==> config.mk <==
export PLATFORM = sky130hd
export DESIGN_NAME = tlcd_link_code_ctrl
export DESIGN_NICKNAME = d
export VERILOG_FILES = /design/src/pkg/tlcd_pkg.sv /design/src/rtl/tlcd_code_det.sv /design/src/rtl/tlcd_link_code_ctrl.sv
export VERILOG_INCLUDE_DIRS = /design/src /design/src/pkg
export SDC_FILE = /design/constraint.sdc
export NUM_CORES = 1
export LEC_CHECK = 0
export BUFFER_PORTS_ARGS = -buffer_cell sky130_fd_sc_hd__buf_2
export CAP_MARGIN = 10
export CORE_MARGIN = 4
export CORE_UTILIZATION = 50
export DETAILED_ROUTE_END_ITERATION = 10
export GPL_TIMING_DRIVEN = 0
export PLACE_DENSITY = 0.68
export SYNTH_ARGS = -nofsm -noshare
export SYNTH_HDL_FRONTEND = slang
export SYNTH_SLANG_ARGS = --single-unit
==> constraint.sdc <==
create_clock -name ref_clk -period 3.55 [get_ports ref_clk]
set_input_delay 0.71 -clock ref_clk [delete_from_list [all_inputs] [get_ports ref_clk]]
set_output_delay 0.71 -clock ref_clk [all_outputs]
set_load 0.02 [all_outputs]
==> src/pkg/tlcd_defs.svh <==
`ifndef TLCD_DEFS_SVH
`define TLCD_DEFS_SVH

// Register offsets on the parallel port
`define TLCD_ADDR_FLAGS   8'h24
`define TLCD_ADDR_MASK    8'h25
`define TLCD_ADDR_CTRL    8'h37
`define TLCD_ADDR_RXCODE  8'hC0
`define TLCD_ADDR_TXDATA  8'hE0
`define TLCD_ADDR_MATCH1  8'hE1
`define TLCD_ADDR_MATCH2  8'hE2

// Control register fields
`define TLCD_CTRL_SEND    0
`define TLCD_CTRL_FILT    1
`define TLCD_CTRL_RST     3
`define TLCD_CTRL_RXEN    4
`define TLCD_CTRL_W       5

// Event bit positions, shared by flags and mask
`define TLCD_EV_CODE      0
`define TLCD_EV_MATCH     1
`define TLCD_EV_EMPTY     2
`define TLCD_EV_FULL      3
`define TLCD_EV_ABORT     4
`define TLCD_EV_CLEAR     5
`define TLCD_EV_W         6

// Reset values and presets
`define TLCD_REG_RESET    8'h00
`define TLCD_CODE_PRESET  6'h3F
`define TLCD_IDLE_BYTE    8'hFF

// Filter sightings per select value
`define TLCD_FILT_NONE    3'h1
`define TLCD_FILT_3       3'h3
`define TLCD_FILT_5       3'h5
`define TLCD_FILT_7       3'h7

// Link timing in bits
`define TLCD_ABORT_ONES   4'h8
`define TLCD_CLEAR_BITS   5'h1E
`define TLCD_FLAG_ONES    4'h8
`define TLCD_CODE_LAST    4'hF
`define TLCD_BYTE_LAST    4'h7
`define TLCD_GAP_LAST     5'h0F

`endif

==> src/pkg/tlcd_pkg.sv <==
package tlcd_pkg;

  // What the transmitter is putting on the link
  typedef enum logic [1:0] {
    TLCD_TX_IDLE,
    TLCD_TX_DATA,
    TLCD_TX_CODE
  } tlcd_tx_type;

endpackage : tlcd_pkg

==> src/rtl/tlcd_code_det.sv <==
`timescale 1ns/10ps
`default_nettype none
`include "tlcd_defs.svh"

module tlcd_code_det
  import tlcd_pkg::*;
(
  input  wire logic       ref_clk,
  input  wire logic       arst_n,
  input  wire logic       ce,
  input  wire logic       bit_vld,
  input  wire logic       bit_in,
  input  wire logic       det_on,
  input  wire logic       det_clr,
  input  wire logic [1:0] filt_sel,
  output logic      [5:0] code_q,
  output logic            change_q
);

  logic [15:0] sh_r, sh_nxt, sh_new;
  logic [5:0]  cand_r, cand_nxt, cand;
  logic [2:0]  cnt_r, cnt_nxt;
  logic [4:0]  gap_r, gap_nxt;
  logic [5:0]  code_nxt;
  logic        chg_nxt;
  logic        hit;

  // Sightings needed before a code counts as valid
  function automatic logic [2:0] need_of(input logic [1:0] sel);
    case (sel)
      2'h0:    need_of = `TLCD_FILT_NONE;
      2'h1:    need_of = `TLCD_FILT_3;
      2'h2:    need_of = `TLCD_FILT_5;
      default: need_of = `TLCD_FILT_7;
    endcase
  endfunction : need_of

  // Pattern is eight ones, a zero, six code bits first-bit-zero, a zero
  always_comb begin
    sh_new   = {sh_r[14:0], bit_in};
    cand     = {sh_new[1], sh_new[2], sh_new[3], sh_new[4], sh_new[5], sh_new[6]};
    hit      = (sh_new[15:8] == `TLCD_IDLE_BYTE) && !sh_new[7] && !sh_new[0];
    sh_nxt   = sh_r;
    cand_nxt = cand_r;
    cnt_nxt  = cnt_r;
    gap_nxt  = gap_r;
    code_nxt = code_q;
    chg_nxt  = 1'b0;
    if (det_clr || !det_on) begin
      sh_nxt   = 16'h0000;
      cnt_nxt  = 3'h0;
      gap_nxt  = 5'h00;
      code_nxt = `TLCD_CODE_PRESET;
    end else if (bit_vld) begin
      sh_nxt = sh_new;
      if (hit) begin
        gap_nxt  = 5'h00;
        cand_nxt = cand;
        // Count identical back-to-back patterns, saturating
        if (cand == cand_r && cnt_r != 3'h0)
          cnt_nxt = (cnt_r == 3'h7) ? cnt_r : cnt_r + 3'h1;
        else
          cnt_nxt = 3'h1;
        if (cnt_nxt >= need_of(filt_sel) && cand != code_q) begin
          code_nxt = cand;
          chg_nxt  = 1'b1;
        end
      end else begin
        // A missed pattern slot is an error and restarts the filter
        gap_nxt = (gap_r == `TLCD_GAP_LAST) ? gap_r : gap_r + 5'h01;
        if (gap_r == `TLCD_GAP_LAST)
          cnt_nxt = 3'h0;
      end
    end
  end

  always_ff @(posedge ref_clk or negedge arst_n) begin
    if (!arst_n) begin
      sh_r     <= 16'h0000;
      cand_r   <= 6'h00;
      cnt_r    <= 3'h0;
      gap_r    <= 5'h00;
      code_q   <= `TLCD_CODE_PRESET;
      change_q <= 1'b0;
    end else if (ce) begin
      sh_r     <= sh_nxt;
      cand_r   <= cand_nxt;
      cnt_r    <= cnt_nxt;
      gap_r    <= gap_nxt;
      code_q   <= code_nxt;
      change_q <= chg_nxt;
    end
  end
endmodule : tlcd_code_det
`default_nettype wire

==> src/rtl/tlcd_link_code_ctrl.sv <==
`timescale 1ns/10ps
`default_nettype none
`include "tlcd_defs.svh"

// How it works
// - Receive code detection runs only when enabled
// - Code field presets to all ones
// - New valid code sets code change flag
// - Filter select picks 1, 3, 5, 7 sightings
// - Reset bit rising edge clears the detector
// - Code sits in receive register bits 5:0
// - Send bit transmits six-bit transmit code
// - Code starts at once, repeats while set
// - Code logic works only in T1 mode
// - Receive byte matching either value sets flag
// - Transmit empty and receive full set flags
// - Eight consecutive ones set abort flag
// - Thirty bits without abort set clear flag
// - Mask bits gate interrupt, reset to zero
module tlcd_link_code_ctrl
  import tlcd_pkg::*;
(
  input  wire logic       ref_clk,
  input  wire logic       arst_n,
  input  wire logic       ce,
  input  wire logic       t1_mode,
  input  wire logic [7:0] cpu_addr,
  input  wire logic [7:0] cpu_wdata,
  input  wire logic       cpu_wr,
  input  wire logic       cpu_rd,
  output logic      [7:0] cpu_rdata,
  input  wire logic       rx_link_vld,
  input  wire logic       rx_link_bit,
  input  wire logic       tx_link_req,
  output logic            tx_link_bit,
  output logic            irq
);

  logic [`TLCD_CTRL_W-1:0] ctrl_r, ctrl_nxt;
  logic [`TLCD_EV_W-1:0]   flags_r, flags_nxt, mask_r, mask_nxt, ev;
  logic [7:0]              txd_r, txd_nxt, m1_r, m1_nxt, m2_r, m2_nxt;
  logic [7:0]              rdata_nxt;
  logic                    pend_r, pend_nxt, rst_prev_r, irq_nxt;
  logic                    code_on, want_code, det_clr, det_chg, tx_load;
  logic [5:0]              det_code;
  logic [3:0]              ones_r, ones_nxt, txcnt_r, txcnt_nxt, idx, last;
  logic [4:0]              nab_r, nab_nxt;
  logic [7:0]              rxsh_r, rxsh_nxt, rxbyte_r, rxbyte_nxt, txh_r, txh_nxt, hold, rx_new;
  logic [2:0]              rxcnt_r, rxcnt_nxt;
  logic                    tx_bit_nxt, abort_hit;
  tlcd_tx_type             st_r, st_nxt, st;

  // Bit k of the repeating code pattern: flag ones, zero, code, zero
  function automatic logic pat_bit(input logic [3:0] k, input logic [5:0] code);
    logic [3:0] j;
    j = k - 4'h9;
    if (k < `TLCD_FLAG_ONES)
      pat_bit = 1'b1;
    else if (k == `TLCD_FLAG_ONES || k == `TLCD_CODE_LAST)
      pat_bit = 1'b0;
    else
      pat_bit = code[j[2:0]];
  endfunction : pat_bit

  assign code_on   = ctrl_r[`TLCD_CTRL_RXEN] & t1_mode;
  assign want_code = ctrl_r[`TLCD_CTRL_SEND] & t1_mode;
  // Only a rising edge resets, so a held bit does not keep the detector dead
  assign det_clr   = ctrl_r[`TLCD_CTRL_RST] & ~rst_prev_r;

  tlcd_code_det u_det (
    .ref_clk  (ref_clk),
    .arst_n   (arst_n),
    .ce       (ce),
    .bit_vld  (rx_link_vld),
    .bit_in   (rx_link_bit),
    .det_on   (code_on),
    .det_clr  (det_clr),
    .filt_sel (ctrl_r[`TLCD_CTRL_FILT+1:`TLCD_CTRL_FILT]),
    .code_q   (det_code),
    .change_q (det_chg)
  );

  // Link side: receive byte, ones runs, transmit sequencing
  always_comb begin
    ones_nxt   = ones_r;
    nab_nxt    = nab_r;
    rxsh_nxt   = rxsh_r;
    rxcnt_nxt  = rxcnt_r;
    rxbyte_nxt = rxbyte_r;
    st_nxt     = st_r;
    txcnt_nxt  = txcnt_r;
    txh_nxt    = txh_r;
    tx_bit_nxt = tx_link_bit;
    ev         = '0;
    tx_load    = 1'b0;
    st         = st_r;
    idx        = txcnt_r;
    hold       = txh_r;
    last       = `TLCD_BYTE_LAST;
    rx_new     = {rx_link_bit, rxsh_r[7:1]};
    abort_hit  = rx_link_vld && rx_link_bit && ones_r == `TLCD_ABORT_ONES - 4'h1;
    ev[`TLCD_EV_CODE] = det_chg;
    if (rx_link_vld) begin
      ones_nxt = !rx_link_bit ? 4'h0 : (ones_r == `TLCD_ABORT_ONES) ? ones_r : ones_r + 4'h1;
      ev[`TLCD_EV_ABORT] = abort_hit;
      if (abort_hit)
        nab_nxt = 5'h00;
      else if (nab_r != `TLCD_CLEAR_BITS)
        nab_nxt = nab_r + 5'h01;
      ev[`TLCD_EV_CLEAR] = !abort_hit && nab_r == `TLCD_CLEAR_BITS - 5'h01;
      rxsh_nxt  = rx_new;
      rxcnt_nxt = rxcnt_r + 3'h1;
      if (rxcnt_r == `TLCD_BYTE_LAST) begin
        rxbyte_nxt = rx_new;
        ev[`TLCD_EV_FULL]  = 1'b1;
        ev[`TLCD_EV_MATCH] = (rx_new == m1_r) || (rx_new == m2_r);
      end
    end
    if (tx_link_req) begin
      // Switching into or out of code mode cuts the unit short at once
      if (txcnt_r == 4'h0 || want_code != (st_r == TLCD_TX_CODE)) begin
        idx = 4'h0;
        if (want_code) begin
          st   = TLCD_TX_CODE;
          hold = txd_r;
        end else if (pend_r) begin
          st      = TLCD_TX_DATA;
          hold    = txd_r;
          tx_load = 1'b1;
        end else begin
          st   = TLCD_TX_IDLE;
          hold = `TLCD_IDLE_BYTE;
        end
      end
      case (st)
        TLCD_TX_CODE: begin
          tx_bit_nxt = pat_bit(idx, hold[5:0]);
          last       = `TLCD_CODE_LAST;
        end
        default: tx_bit_nxt = hold[idx[2:0]];
      endcase
      ev[`TLCD_EV_EMPTY] = tx_load;
      txcnt_nxt = (idx == last) ? 4'h0 : idx + 4'h1;
      st_nxt    = st;
      txh_nxt   = hold;
    end
  end

  always_ff @(posedge ref_clk or negedge arst_n) begin
    if (!arst_n) begin
      ones_r      <= 4'h0;
      nab_r       <= 5'h00;
      rxsh_r      <= `TLCD_REG_RESET;
      rxcnt_r     <= 3'h0;
      rxbyte_r    <= `TLCD_REG_RESET;
      st_r        <= TLCD_TX_IDLE;
      txcnt_r     <= 4'h0;
      txh_r       <= `TLCD_IDLE_BYTE;
      tx_link_bit <= 1'b1;
    end else if (ce) begin
      ones_r      <= ones_nxt;
      nab_r       <= nab_nxt;
      rxsh_r      <= rxsh_nxt;
      rxcnt_r     <= rxcnt_nxt;
      rxbyte_r    <= rxbyte_nxt;
      st_r        <= st_nxt;
      txcnt_r     <= txcnt_nxt;
      txh_r       <= txh_nxt;
      tx_link_bit <= tx_bit_nxt;
    end
  end

  // Register port: writes, acknowledge, read mux, sticky flags
  always_comb begin
    ctrl_nxt  = ctrl_r;
    mask_nxt  = mask_r;
    txd_nxt   = txd_r;
    m1_nxt    = m1_r;
    m2_nxt    = m2_r;
    flags_nxt = flags_r;
    rdata_nxt = cpu_rdata;
    pend_nxt  = pend_r & ~tx_load;
    irq_nxt   = |(flags_r & mask_r);
    if (cpu_wr) begin
      case (cpu_addr)
        `TLCD_ADDR_FLAGS:  flags_nxt = flags_r & ~cpu_wdata[`TLCD_EV_W-1:0];
        `TLCD_ADDR_MASK:   mask_nxt  = cpu_wdata[`TLCD_EV_W-1:0];
        `TLCD_ADDR_CTRL:   ctrl_nxt  = cpu_wdata[`TLCD_CTRL_W-1:0];
        `TLCD_ADDR_TXDATA: begin
          txd_nxt  = cpu_wdata;
          pend_nxt = 1'b1;
        end
        `TLCD_ADDR_MATCH1: m1_nxt = cpu_wdata;
        `TLCD_ADDR_MATCH2: m2_nxt = cpu_wdata;
        default: ;
      endcase
    end
    // Events are ORed last so a set in the acknowledge cycle survives
    flags_nxt = flags_nxt | ev;
    if (cpu_rd) begin
      case (cpu_addr)
        `TLCD_ADDR_FLAGS:  rdata_nxt = {2'h0, flags_r};
        `TLCD_ADDR_MASK:   rdata_nxt = {2'h0, mask_r};
        `TLCD_ADDR_CTRL:   rdata_nxt = {3'h0, ctrl_r};
        `TLCD_ADDR_RXCODE: rdata_nxt = code_on ? {2'h0, det_code} : rxbyte_r;
        `TLCD_ADDR_TXDATA: rdata_nxt = txd_r;
        `TLCD_ADDR_MATCH1: rdata_nxt = m1_r;
        `TLCD_ADDR_MATCH2: rdata_nxt = m2_r;
        default:           rdata_nxt = 8'h00;
      endcase
    end
  end

  always_ff @(posedge ref_clk or negedge arst_n) begin
    if (!arst_n) begin
      ctrl_r     <= '0;
      mask_r     <= '0;
      flags_r    <= '0;
      txd_r      <= `TLCD_REG_RESET;
      m1_r       <= `TLCD_REG_RESET;
      m2_r       <= `TLCD_REG_RESET;
      pend_r     <= 1'b0;
      rst_prev_r <= 1'b0;
      irq        <= 1'b0;
      cpu_rdata  <= `TLCD_REG_RESET;
    end else if (ce) begin
      ctrl_r     <= ctrl_nxt;
      mask_r     <= mask_nxt;
      flags_r    <= flags_nxt;
      txd_r      <= txd_nxt;
      m1_r       <= m1_nxt;
      m2_r       <= m2_nxt;
      pend_r     <= pend_nxt;
      rst_prev_r <= ctrl_r[`TLCD_CTRL_RST];
      irq        <= irq_nxt;
      cpu_rdata  <= rdata_nxt;
    end
  end
endmodule : tlcd_link_code_ctrl
`default_nettype wire
Word-level counts from Yosys, hierarchy flattened
Cells that the tools add are included.
{"block": "totals", "register_bits": 131, "input_bits": 25, "wordCells": 181}
{"block": "op_classes", "addsub": 7, "n_lt_le_gt_ge": 4, "n_eq_ne": 29, "muxes": 65, "bitwise": 11, "reduce_logical": 40}
{"op": "case mux 8 bit (7 select lines)", "count": 1}
{"op": "equality test 8 bit (second input constant)", "count": 5}
{"op": "two-way mux 8 bit", "count": 5}
{"op": "two-way mux 3 bit", "count": 13}
{"op": "two-way mux 6 bit", "count": 6}
{"op": "two-way mux 15 bit", "count": 2}
{"op": "two-way mux 5 bit", "count": 6}
{"op": "AND reduction 3 bit", "count": 10}
{"op": "two-way mux 4 bit", "count": 7}
{"op": "equality test 8 x 6 -> 1 bit (second input constant)", "count": 3}
{"op": "two-way mux 1 bit", "count": 19}
{"op": "equality test 8 bit", "count": 2}
{"op": "AND 6 bit", "count": 2}
{"op": "equality test 4 bit (second input constant)", "count": 3}
{"op": "adder 5 x 1 -> 5 bit (second input constant)", "count": 2}
{"op": "case mux 3 bit (3 select lines)", "count": 1}
{"op": "adder 4 x 1 -> 4 bit (second input constant)", "count": 2}
{"op": "< comparator 3 x 4 -> 1 bit (second input constant)", "count": 2}
{"op": "AND reduction 2 bit", "count": 4}
{"op": "AND reduction 4 bit", "count": 2}
{"op": "nonzero test 2 bit", "count": 4}
{"op": "logical AND 1 bit", "count": 7}
{"op": "adder 3 x 1 -> 3 bit (second input constant)", "count": 2}
{"op": "binary-select mux 1 bit (select 3 bit)", "count": 2}
{"op": "other kinds (27)", "count": 44}

Longest topological paths before layout
Gate-level depths: netlist of run 1.
{"block": "logic_depth", "word_depth": 12, "mapped_depth": 13}

Modules after synthesis
A second synthesis of run 1 with hierarchy kept.
{"block": "hier_totals", "hier_cells": 617, "area_unflattened_um2": 6690.2}
{"module": "tlcd_link_code_ctrl", "n_inst": 1, "cells_each": 434, "area_each_um2": 4807.1, "seq_area_each_um2": 2363.5}
{"module": "tlcd_code_det", "n_inst": 1, "cells_each": 183, "area_each_um2": 1883.1, "seq_area_each_um2": 908.4}

Worst setup path before layout of run 1
No wires, ideal clock.
{"block": "synth_timing", "path_kind": "in2reg", "startpoint": "input port t1_mode", "endpoint": "register tx_link_bit", "setup_ns": 0.081, "arrival_time_ns": 2.911, "path_slack_ns": 0.557, "stages": 12, "n_path_buf": 2, "path_cell_list": "buf_2 -> nand2_1 -> xor2_1 -> clkbuf_1 -> nand2_1 -> ha_1 -> nor2b_1 -> o211ai_1 -> nor3_1 -> a311oi_1 -> or4_1 -> o211ai_1"}
{"block": "synth_between", "elab_chain_cells": 11, "elab_cells_between_ends": 24}
{"element": "start: declaration", "line_no": "tlcd_link_code_ctrl.sv:26", "source": "input wire logic t1_mode,"}
{"element": "AND 1 bit (*)", "line_no": "tlcd_link_code_ctrl.sv:66", "source": "assign want_code = ctrl_r[`TLCD_CTRL_SEND] & t1_mode;"}
{"element": "inequality test 1 bit", "line_no": "tlcd_link_code_ctrl.sv:121", "source": "if (txcnt_r == 4'h0 || want_code != (st_r == TLCD_TX_CODE)) begin"}
{"element": "logical OR 1 bit", "line_no": "tlcd_link_code_ctrl.sv:121"}
{"element": "two-way mux 4 bit", "line_no": "tlcd_link_code_ctrl.sv:121"}
{"element": "two-way mux 4 bit", "line_no": "tlcd_link_code_ctrl.sv:119", "source": "if (tx_link_req) begin"}
{"element": "subtractor 3 x 1 -> 3 bit", "line_no": "tlcd_link_code_ctrl.sv:56", "source": "j = k - 4'h9;"}
{"element": "binary-select mux 1 bit (select 3 bit)", "line_no": "tlcd_link_code_ctrl.sv:62", "source": "pat_bit = code[j[2:0]];"}
{"element": "two-way mux 1 bit (not written as such)", "line_no": "tlcd_link_code_ctrl.sv:62"}
{"element": "two-way mux 1 bit", "line_no": "tlcd_link_code_ctrl.sv:59", "source": "else if (k == `TLCD_FLAG_ONES || k == `TLCD_CODE_LAST)"}
{"element": "two-way mux 1 bit", "line_no": "tlcd_link_code_ctrl.sv:57", "source": "if (k < `TLCD_FLAG_ONES)"}
{"element": "two-way mux 1 bit (*)", "line_no": "tlcd_link_code_ctrl.sv:135", "source": "case (st)"}
{"element": "end signal: assignment", "line_no": "tlcd_link_code_ctrl.sv:169", "source": "tx_link_bit <= tx_bit_nxt;"}
{"element": "end: declaration", "line_no": "tlcd_link_code_ctrl.sv:35", "source": "output logic tx_link_bit,"}
Mark *: on every way between the ends. The rest lies on a longest branch, timed or not. The select of a mux whose other input is x is not followed.
A chain may end at the register's enable or synchronous reset.

Final worst setup path of run 1
{"block": "layout_timing", "startpoint": "register u_det.sh_r[5]", "endpoint": "register u_det.code_q[1]"}
{"block": "layout_between", "elab_chain_cells": 10, "elab_cells_between_ends": 11}
{"element": "start: declaration", "line_no": "tlcd_code_det.sv:20", "source": "logic [15:0] sh_r, sh_nxt, sh_new;"}
{"element": "start signal: assignment", "line_no": "tlcd_code_det.sv:86", "source": "sh_r <= sh_nxt;"}
{"element": "equality test 6 bit", "line_no": "tlcd_code_det.sv:60", "source": "if (cand == cand_r && cnt_r != 3'h0)"}
{"element": "logical AND 1 bit", "line_no": "tlcd_code_det.sv:60"}
{"element": "two-way mux 3 bit", "line_no": "tlcd_code_det.sv:60"}
{"element": "two-way mux 3 bit", "line_no": "tlcd_code_det.sv:56", "source": "if (hit) begin"}
{"element": "two-way mux 3 bit", "line_no": "tlcd_code_det.sv:54", "source": "end else if (bit_vld) begin"}
{"element": "two-way mux 3 bit", "line_no": "tlcd_code_det.sv:49", "source": "if (det_clr || !det_on) begin"}
{"element": "greater-or-equal comparator 3 bit", "line_no": "tlcd_code_det.sv:64", "source": "if (cnt_nxt >= need_of(filt_sel) && cand != code_q) begin"}
{"element": "logical AND 1 bit (*)", "line_no": "tlcd_code_det.sv:64"}
{"element": "nonzero test 2 bit (no line) (*)"}
{"element": "AND reduction 4 bit (no line) (*)"}
{"element": "end signal: assignment", "line_no": "tlcd_code_det.sv:83", "source": "code_q <= `TLCD_CODE_PRESET;"}
{"element": "end signal: assignment", "line_no": "tlcd_code_det.sv:90", "source": "code_q <= code_nxt;"}
{"element": "end: declaration", "line_no": "tlcd_code_det.sv:16", "source": "output logic [5:0] code_q,"}
Marked as above.

==> impl_metrics.toml, run 1 <==
[final_layout]
nets = 713
drive_gt1_share_pct = 21.6
num_antenna_cells = 0
area_delta_synth_final_pct = 14.7
regArea_mm2 = 0.00327
multiInputGateArea_mm2 = 0.00314
nFillCells = 1084

[sta]
rsz0062_at_grt = "no"
skew_ns = 0.00550
worst_pin_slew_ns = 0.883
max_freq_mhz = 324
hold_viol_final = 0
fin_crit_sh_pct = 87.0
setup_slack_ns = 0.461
relSlewSlack_pct = 40.7
period_minus_slack_ns = 3.09
slew_violations = 0
setup_viol = 0
setup_tns_ns = 0

[synthesis]
syn-cell-area_mm2 = 0.00659
ys_seq_area_share_pct = 49.6
synth_cell_types = 58
synth_top_area_cell = "dfrtp_1"
synthCells = 622
ys_ff_latch = 130
yosysMostFrequentCell = "dfrtp_1"
avgSynthCellArea_um2 = 10.6
synth_edf_count = 0
syn_nets = 662
synth_area_leaders = "dfrtp_1, mux2_2, dfstp_2, nand2_1, a22o_1"
yosys.area.top_type_share_pct = 43.7
ys_warn_count = 0
synth_commonest_cells = "dfrtp_1, nand2_1, mux2_2"
synth_flop_cell = "dfrtp_1"
async_reset_ff_share_pct = 100

[clock_network]
clock-sinks = 130
cts_buffer_depth = 2
htreeDepth = 4
hold_buffers = 0
ctsResizeCount = 0
numCtsBuffers = 17
clkTransAtPathRegs_ns = 0.06
tritoncts = "yes"
root_buffer = "clkbuf_16"
post-cts-setup-buffer-count = 0
insertion_delay_ns = 0.42

[global_route]
antenna_found_initial = 0
grt_max_degree = 90
grt_use_total_pct = 22.6
grt_pass1_wl_mm = 25.9
grt_overflow_total = 0
grt_pass1_vias = 5022

[route]
vias_per_cell = 5.88
wl_mm = 16.0
ant_nets = 0
wl_per_cell_um = 18.7
drt_iter0_markers = 370
via_count = 5049
drc = 0
drt_first_pass_iters = 5

[critical_path]
path_buf_inv = 0
r2r-end = "u_det.code_q[1]"
critPathKind = "reg -> reg"
crit_arrival_ns = 3.45
cpPeakStageDelay_ns = 0.68
r2r_start = "u_det.sh_r[5]"
cp_slowest_cell = "a2111oi_1"
r2r.worst_path.cells = 10
r2r_slack_ns = 0.46
crit_path_end_kind = "register"
path_cells = "xor2_1, a2111oi_1, nand3_1, nor2_1, ha_1, nand2_1, a41oi_1, o21ai_1, a21oi_1, o22a_1"
critical-path-top-delay-family = "compound AO/OA/AOI/OAI gates"
start_kind = "register"
path_max_fanout = 6
cp_data_required_time_ns = 3.91

[pwr]
cellPowerDensity_mw_per_mm2 = 563
p_int_uw = 3030
ir_worst_vdd_uv = 565
total_switching_power_uw = 1230
switching_share_pct = 28.9
clkPwrFrac_pct = 38.8
seq_power_share_pct = 44.8
p_leak_uw = 0.00356
pwr-share-comb_pct = 16.4

[status]
outcome = "finished, final reports clean"

[floorplanning]
die_w_um = 123
ioPinCount = 35
fp-row-count = 41
die_area_mm2 = 0.0151
start_util_pct = 51.6
core_mm2 = 0.0128
die_y_um = 123

[min_path]
hold_path.class = "in -> async"

[placement]
dp_hpwl_mm = 11.6
place.gp.congestion = 0.937
dp_slack_ns = 0.218
io_buffers = 31

[job]
maxCapViolCount = 0
[cells by family (layout without fill, tap and decap cells)]
group | Yosys count | after routing | share of synthesized area (%)
flip-flops | 130 | 130 | 49.6
multiplexers | 65 | 65 | 11.2
AO/OA/AOI/OAI | 138 | 138 | 14.7
XOR/XNOR | 33 | 33 | 4.38
buffers and inverters | 46 | 110 | 2.73
AND/OR/NAND/NOR | 195 | 195 | 14.5
adder cells (fa/ha/maj) | 15 | 15 | 2.85
[sequential cells by signal, summed over array words and instances (netlist names), 5 cells and up]
signal	cells
mask_r	6
ctrl_r	5
m1_r	8
txh_r	8
rxbyte_r	8
flags_r	6
nab_r	5
m2_r	8
cpu_rdata	8
u_det.gap_r	5
rxsh_r	7
u_det.code_q	6
u_det.sh_r	15
txd_r	8
u_det.cand_r	6
[area by class of cell]
type	count	area share [%]
inverter	22	1.09
timing repair buffer	32	2.50
buffer	24	1.29
tap	172	2.85
clock inverter	13	1.47
sequential	130	43.3
clock buffer	19	5.99
multi-input combinational	446	41.5
[metrics by stage]
stage	cells	utilization, %	hold slack [ns]	total power, uW	cell area (um^2)
2_1_floorplan	622	-	0.414	2380	6590
3_3_place_gp	825	54.5	0.450	2580	6960
3_5_place_dp	826	54.8	0.452	2620	7000
4_1_cts	858	59.2	0.213	4280	7560
5_1_grt	858	59.2	0.219	4480	7560
6_report	858	59.2	0.205	4260	7560
[placed cells by master, fill, tap and decap left out, types with 4 or more instances in the layout]
master,instances
nor2_1,27
a21o_1,4
dfrtp_1,115
o22a_1,7
clkinvlp_4,4
a22oi_1,5
o21ai_0,31
clkinv_2,5
nor3_1,10
and3_1,5
o22ai_1,7
nor4_1,6
a21oi_1,13
nand2_1,94
inv_1,22
clkbuf_1,16
nor2b_1,4
o2bb2ai_1,4
or4_1,6
xnor2_1,7
clkbuf_16,17
dfstp_2,15
mux2i_1,14
buf_2,36
nand3_1,17
a32o_1,4
a22o_1,26
xor2_1,26
mux2_2,49
a211oi_1,6
o21ai_1,9
ha_1,15
nand4_1,4
[power by group through the flow]
stage,Clock (uW),Combinational [uW],Sequential [uW]
2_1_floorplan,0,508,1870
3_3_place_gp,0,662,1920
3_5_place_dp,0,695,1930
4_1_cts,1680,701,1900
5_1_grt,1750,799,1930
6_report,1650,700,1910
[worst max path at each step]
stage,startpoint,to,depth (start not counted)
after floorplan,t1_mode,tx_link_bit,12
after global placement,arst_n,m2_r[6],1
after detailed placement,t1_mode,tx_link_bit,12
after CTS,u_det.sh_r[5],u_det.code_q[1],11
after global routing,ctrl_r[0],tx_link_bit,11
final,u_det.sh_r[5],u_det.code_q[1],10
[per-layer routing]
| metal | global-route usage (%) | wire, um | up-vias |
|---|---|---|---|
| li1 | - | - | 2364 |
| met1 | 30.4 | 7150 | 2547 |
| met2 | 36.7 | 8000 | 118 |
| met3 | 5.07 | 647 | 20 |
| met4 | 6.72 | 209 | 0 |
| met5 | 0 | 0 | - |
Note: power is estimated with default switching activity, not from simulation.
==> run 2: changes to the inputs <==
- BUFFER_PORTS_ARGS: -buffer_cell sky130_fd_sc_hd__buf_2 -> -buffer_cell sky130_fd_sc_hd__buf_4
==> run 2 against run 1 <==
Net effect:
- die area unchanged
- largest cell class unchanged
- critical endpoint is now tx_link_bit
- critical path depth up 2
- maximum frequency down 3.8%
- critical path type is now in -> reg
- global-route usage down 0.17 points
- highest routed layer unchanged
==> impl_metrics.toml, run 2 (synthesis results as in run 1) <==
[sta]
hold_viol_final = 0
relSlewSlack_pct = 40.4
setup_tns_ns = 0
worst_pin_slew_ns = 0.872
period_minus_slack_ns = 3.21
setup_viol = 0
rsz0062_at_grt = "no"
max_freq_mhz = 311
fin_crit_sh_pct = 90.5
slew_violations = 0
skew_ns = 0.00725

[critical_path]
path_max_fanout = 10
start_kind = "input pin"
crit_path_end_kind = "register"
cp_data_required_time_ns = 3.89
critPathKind = "in -> reg"
crit_arrival_ns = 3.55

[floorplanning]
fp-row-count = 41
start_util_pct = 51.6
core_mm2 = 0.0128
die_area_mm2 = 0.0151
ioPinCount = 35
die_w_um = 123
die_y_um = 123

[placement]
io_buffers = 31
dp_hpwl_mm = 11.4
place.gp.congestion = 0.903

[clock_network]
clock-sinks = 130
root_buffer = "clkbuf_16"
htreeDepth = 4
post-cts-setup-buffer-count = 0
ctsResizeCount = 0
tritoncts = "yes"
cts_buffer_depth = 2
insertion_delay_ns = 0.42
clkTransAtPathRegs_ns = 0.06
numCtsBuffers = 17
hold_buffers = 0

[final_layout]
nets = 713
num_antenna_cells = 0
largest_reg_flops = 15
regArea_mm2 = 0.00327
regMostFlops = "u_det.sh_r"
nFillCells = 1049
multiInputGateArea_mm2 = 0.00314
drive_gt1_share_pct = 21.1
layout_commonest_cell = "dfrtp_1"
area_delta_synth_final_pct = 16.7
layout_common_cells = "dfrtp_1, nand2_1, mux2_2, o21ai_0, buf_4"

[route]
wl_per_cell_um = 18.2
drt_iter0_markers = 358
drc = 0
via_count = 4970
ant_nets = 0
drt_first_pass_iters = 5
vias_per_cell = 5.79
wl_mm = 15.7

[pwr]
finalPower_uw = 4450
cellPowerDensity_mw_per_mm2 = 579
ir_worst_vdd_uv = 467
p_leak_uw = 0.00361

[global_route]
top_usage_layer = "met2"
antenna_found_initial = 0
grt_use_met3_pct = 6.18
grt_max_degree = 70
grt_util_met1_pct = 29.3
grt_pass1_wl_mm = 25.7
grt_pass1_vias = 5047
grt_overflow_total = 0
grt_use_total_pct = 22.4
met2_usage_pct = 36.0

[min_path]
hold_path.class = "in -> async"

[job]
maxCapViolCount = 0

[status]
outcome = "finished, final reports clean"
==> run 2: cell count changes in the layout (fill, tap and decap cells not counted), sizes merged <==
cell | before | now
clkinv | 7 | 5
clkbuf | 35 | 38
clkinvlp | 4 | 1
inv | 23 | 22
bufinv | 1 | 4
==> run 2: final timing paths <==
| kind | startpoint | to | slack, ns | cells after the start |
|---|---|---|---|---|
| min reg2reg | txh_r[6] | txh_r[6] | 0.45 | 2 |
| max in group asynchronous | arst_n | u_det.code_q[4] | 2.51 | 2 |
| max reg2reg | ctrl_r[0] | tx_link_bit | 0.34 | 11 |
| min in group ref_clk | txh_r[6] | txh_r[6] | 0.45 | 2 |
| min | arst_n | u_det.sh_r[10] | 0.28 | 1 |
| max | t1_mode | tx_link_bit | 0.34 | 12 |
==> run 2: routing by layer <==
metal,vias up,share of wire [%]
li1,2357,-
met1,2445,44
met2,135,49
met3,33,4.9
met4,0,1.8
met5,-,0
==> run 2: final cells by class <==
cell class / instances / area share [%]
clock buffer: 22 / 6.03
buffer: 24 / 1.27
sequential: 130 / 42.5
timing repair buffer: 32 / 3.43
clock inverter: 10 / 2.03
multi-input combinational: 446 / 40.8
tap: 172 / 2.80
inverter: 22 / 1.07
==> run 2: power by group <==
part	internal (uW)	switching, uW
sequential	1720	182
clock	1210	630
combinational	321	390
==> run 2: critical path, stage by stage <==
cell and delay (ns):
buf_2 0.17, nand2_1 0.22, xor2_1 0.26, clkbuf_1 0.35, nand2_1 0.13, ha_1 0.37
nor2b_1 0.24, o211ai_1 0.12, nor3_1 0.24, a311oi_1 0.12, or4_1 0.51, o211ai_1 0.11
==> run 2: through the flow <==
step / utilization [%] / instance area (um^2) / hold slack, ns / setup slack, ns / cells
finish: 60.2 / 7690 / 0.281 / 0.338 / 858
global route: 60.2 / 7690 / 0.317 / 0.0126 / 858
CTS: 60.2 / 7690 / 0.292 / 0.418 / 858
detailed placement: 55.4 / 7070 / 0.450 / 0.163 / 826
global placement: 55.1 / 7040 / 0.443 / 0.221 / 825
floorplan: - / 6590 / 0.414 / 0.557 / 622
==> run 3: changes to the inputs <==
- REMOVE_ABC_BUFFERS: unset -> 1
==> run 3 against run 2 <==
Net effect:
- total power fell by 5.7%
- combinational power fell by 8.2%
- maximum frequency rose by 3.2%
- non-clock buffer count fell by 20
- clock-buffer cell count fell by 1
- worst hold slack got worse by 0.014 ns
- first-iteration DRC count rose by 46%
- highest routed layer unchanged
- utilization fell by 1.1 points
- global-route usage fell by 0.58 points
==> impl_metrics.toml, run 3 (synthesis results as in run 1) <==
[critical_path]
path_max_fanout = 11
critPathKind = "reg -> reg"
startpoint = "ctrl_r[0]"
r2r_start = "ctrl_r[0]"
crit_path_end_kind = "register"
cp_data_required_time_ns = 3.88
crit_arrival_ns = 3.45
start_kind = "register"

[min_path]
hold_path.class = "in -> async"

[job]
maxCapViolCount = 0

[clock_network]
clkTransAtPathRegs_ns = 0.06
numCtsBuffers = 17
root_buffer = "clkbuf_16"
insertion_delay_ns = 0.41
tritoncts = "yes"
cts_buffer_depth = 2
ctsResizeCount = 0
hold_buffers = 0
htreeDepth = 4
clock-sinks = 130
post-cts-setup-buffer-count = 0

[global_route]
grt_use_total_pct = 21.8
grt_max_degree = 70
grt_overflow_total = 0
grt_pass1_vias = 4913
grt_pass1_wl_mm = 25.5
antenna_found_initial = 0

[final_layout]
drive_gt1_share_pct = 21.6
largest_reg_flops = 15
nets = 693
finalInstanceArea_mm2 = 0.00755
layout_commonest_cell = "dfrtp_1"
layout_common_cells = "dfrtp_1, nand2_1, mux2_2, buf_4, o21ai_0"
regMostFlops = "u_det.sh_r"
nFillCells = 1059
instances_no_fill = 838
area_delta_synth_final_pct = 14.6
num_antenna_cells = 0

[route]
wl_per_cell_um = 18.2
drt_iter0_markers = 521
ant_nets = 0
drc = 0
drt_first_pass_iters = 6
wl_mm = 15.3
vias_per_cell = 5.84
via_count = 4891

[sta]
rsz0062_at_grt = "no"
hold_viol_final = 0
max_freq_mhz = 321
period_minus_slack_ns = 3.11
setup_tns_ns = 0
worst_pin_slew_ns = 0.939
skew_ns = 0.00897
slew_violations = 0
relSlewSlack_pct = 37.1
setup_viol = 0
whs_ns = 0.268
fin_crit_sh_pct = 87.7

[placement]
dp_hpwl_mm = 11.0
place.gp.congestion = 0.889
placed_cells = 806
dpl_cell_area_mm2 = 0.00700
io_buffers = 34

[floorplanning]
ioPinCount = 35
fp-row-count = 41
start_util_pct = 51.6
die_w_um = 123
die_y_um = 123
die_area_mm2 = 0.0151
core_mm2 = 0.0128

[pwr]
ir_worst_vdd_uv = 345
p_leak_uw = 0.00356
cellPowerDensity_mw_per_mm2 = 556
finalPower_uw = 4200

[status]
outcome = "finished, final reports clean"
## run 3: path summary, 6_finish.rpt
kind | endpoint | slack [ns] | cells past startpoint
worst max-delay path | tx_link_bit | 0.44 | 10
worst min-delay path | u_det.gap_r[0] | 0.27 | 1
worst max register to register | tx_link_bit | 0.44 | 10
worst min register to register | txh_r[7] | 0.46 | 2
max in group asynchronous | u_det.code_q[2] | 2.53 | 2
min in group ref_clk | txh_r[7] | 0.46 | 2
## run 3: area by class of cell
type / count / area, um^2 / share of cell area (%)
multi-input combinational: 446 / 3140 / 41.6
inverter: 22 / 82.6 / 1.09
tap: 172 / 215 / 2.85
timing repair buffer: 36 / 294 / 3.89
sequential: 130 / 3270 / 43.3
clock inverter: 11 / 87.6 / 1.16
clock buffer: 21 / 460 / 6.10
## run 3: stage by stage
stage,setup slack [ns],util [%]
detailed placement,0.0850,54.8
global route,0.191,59.1
finish,0.437,59.1
floorplan,0.559,-
CTS,0.470,59.1
global placement,-0.413,54.5
## run 3: power breakdown
part	internal (uW)	switching, uW	total (uW)
registers	1720	220	1940
logic	314	340	653
clock network	988	617	1610
## run 3: worst max-delay path, stage by stage, from the launching register on
cell and delay, ns:
dfrtp_1 0.44, nand2_1 0.22, xor2_1 0.68, nand2_1 0.16, ha_1 0.36, nor2b_1 0.20
o211ai_1 0.11, nor3_1 0.17, a311oi_1 0.09, or4_1 0.48, o211ai_1 0.11
## run 3: routing by layer
metal  global-route usage [%]  part of all wire, %  up-vias
li1                         -                    -     2326
met1                     31.8                   47     2398
met2                     32.9                   45      150
met3                     5.02                  6.1       17
met4                     5.95                  1.5        0
met5                        0                    0        -
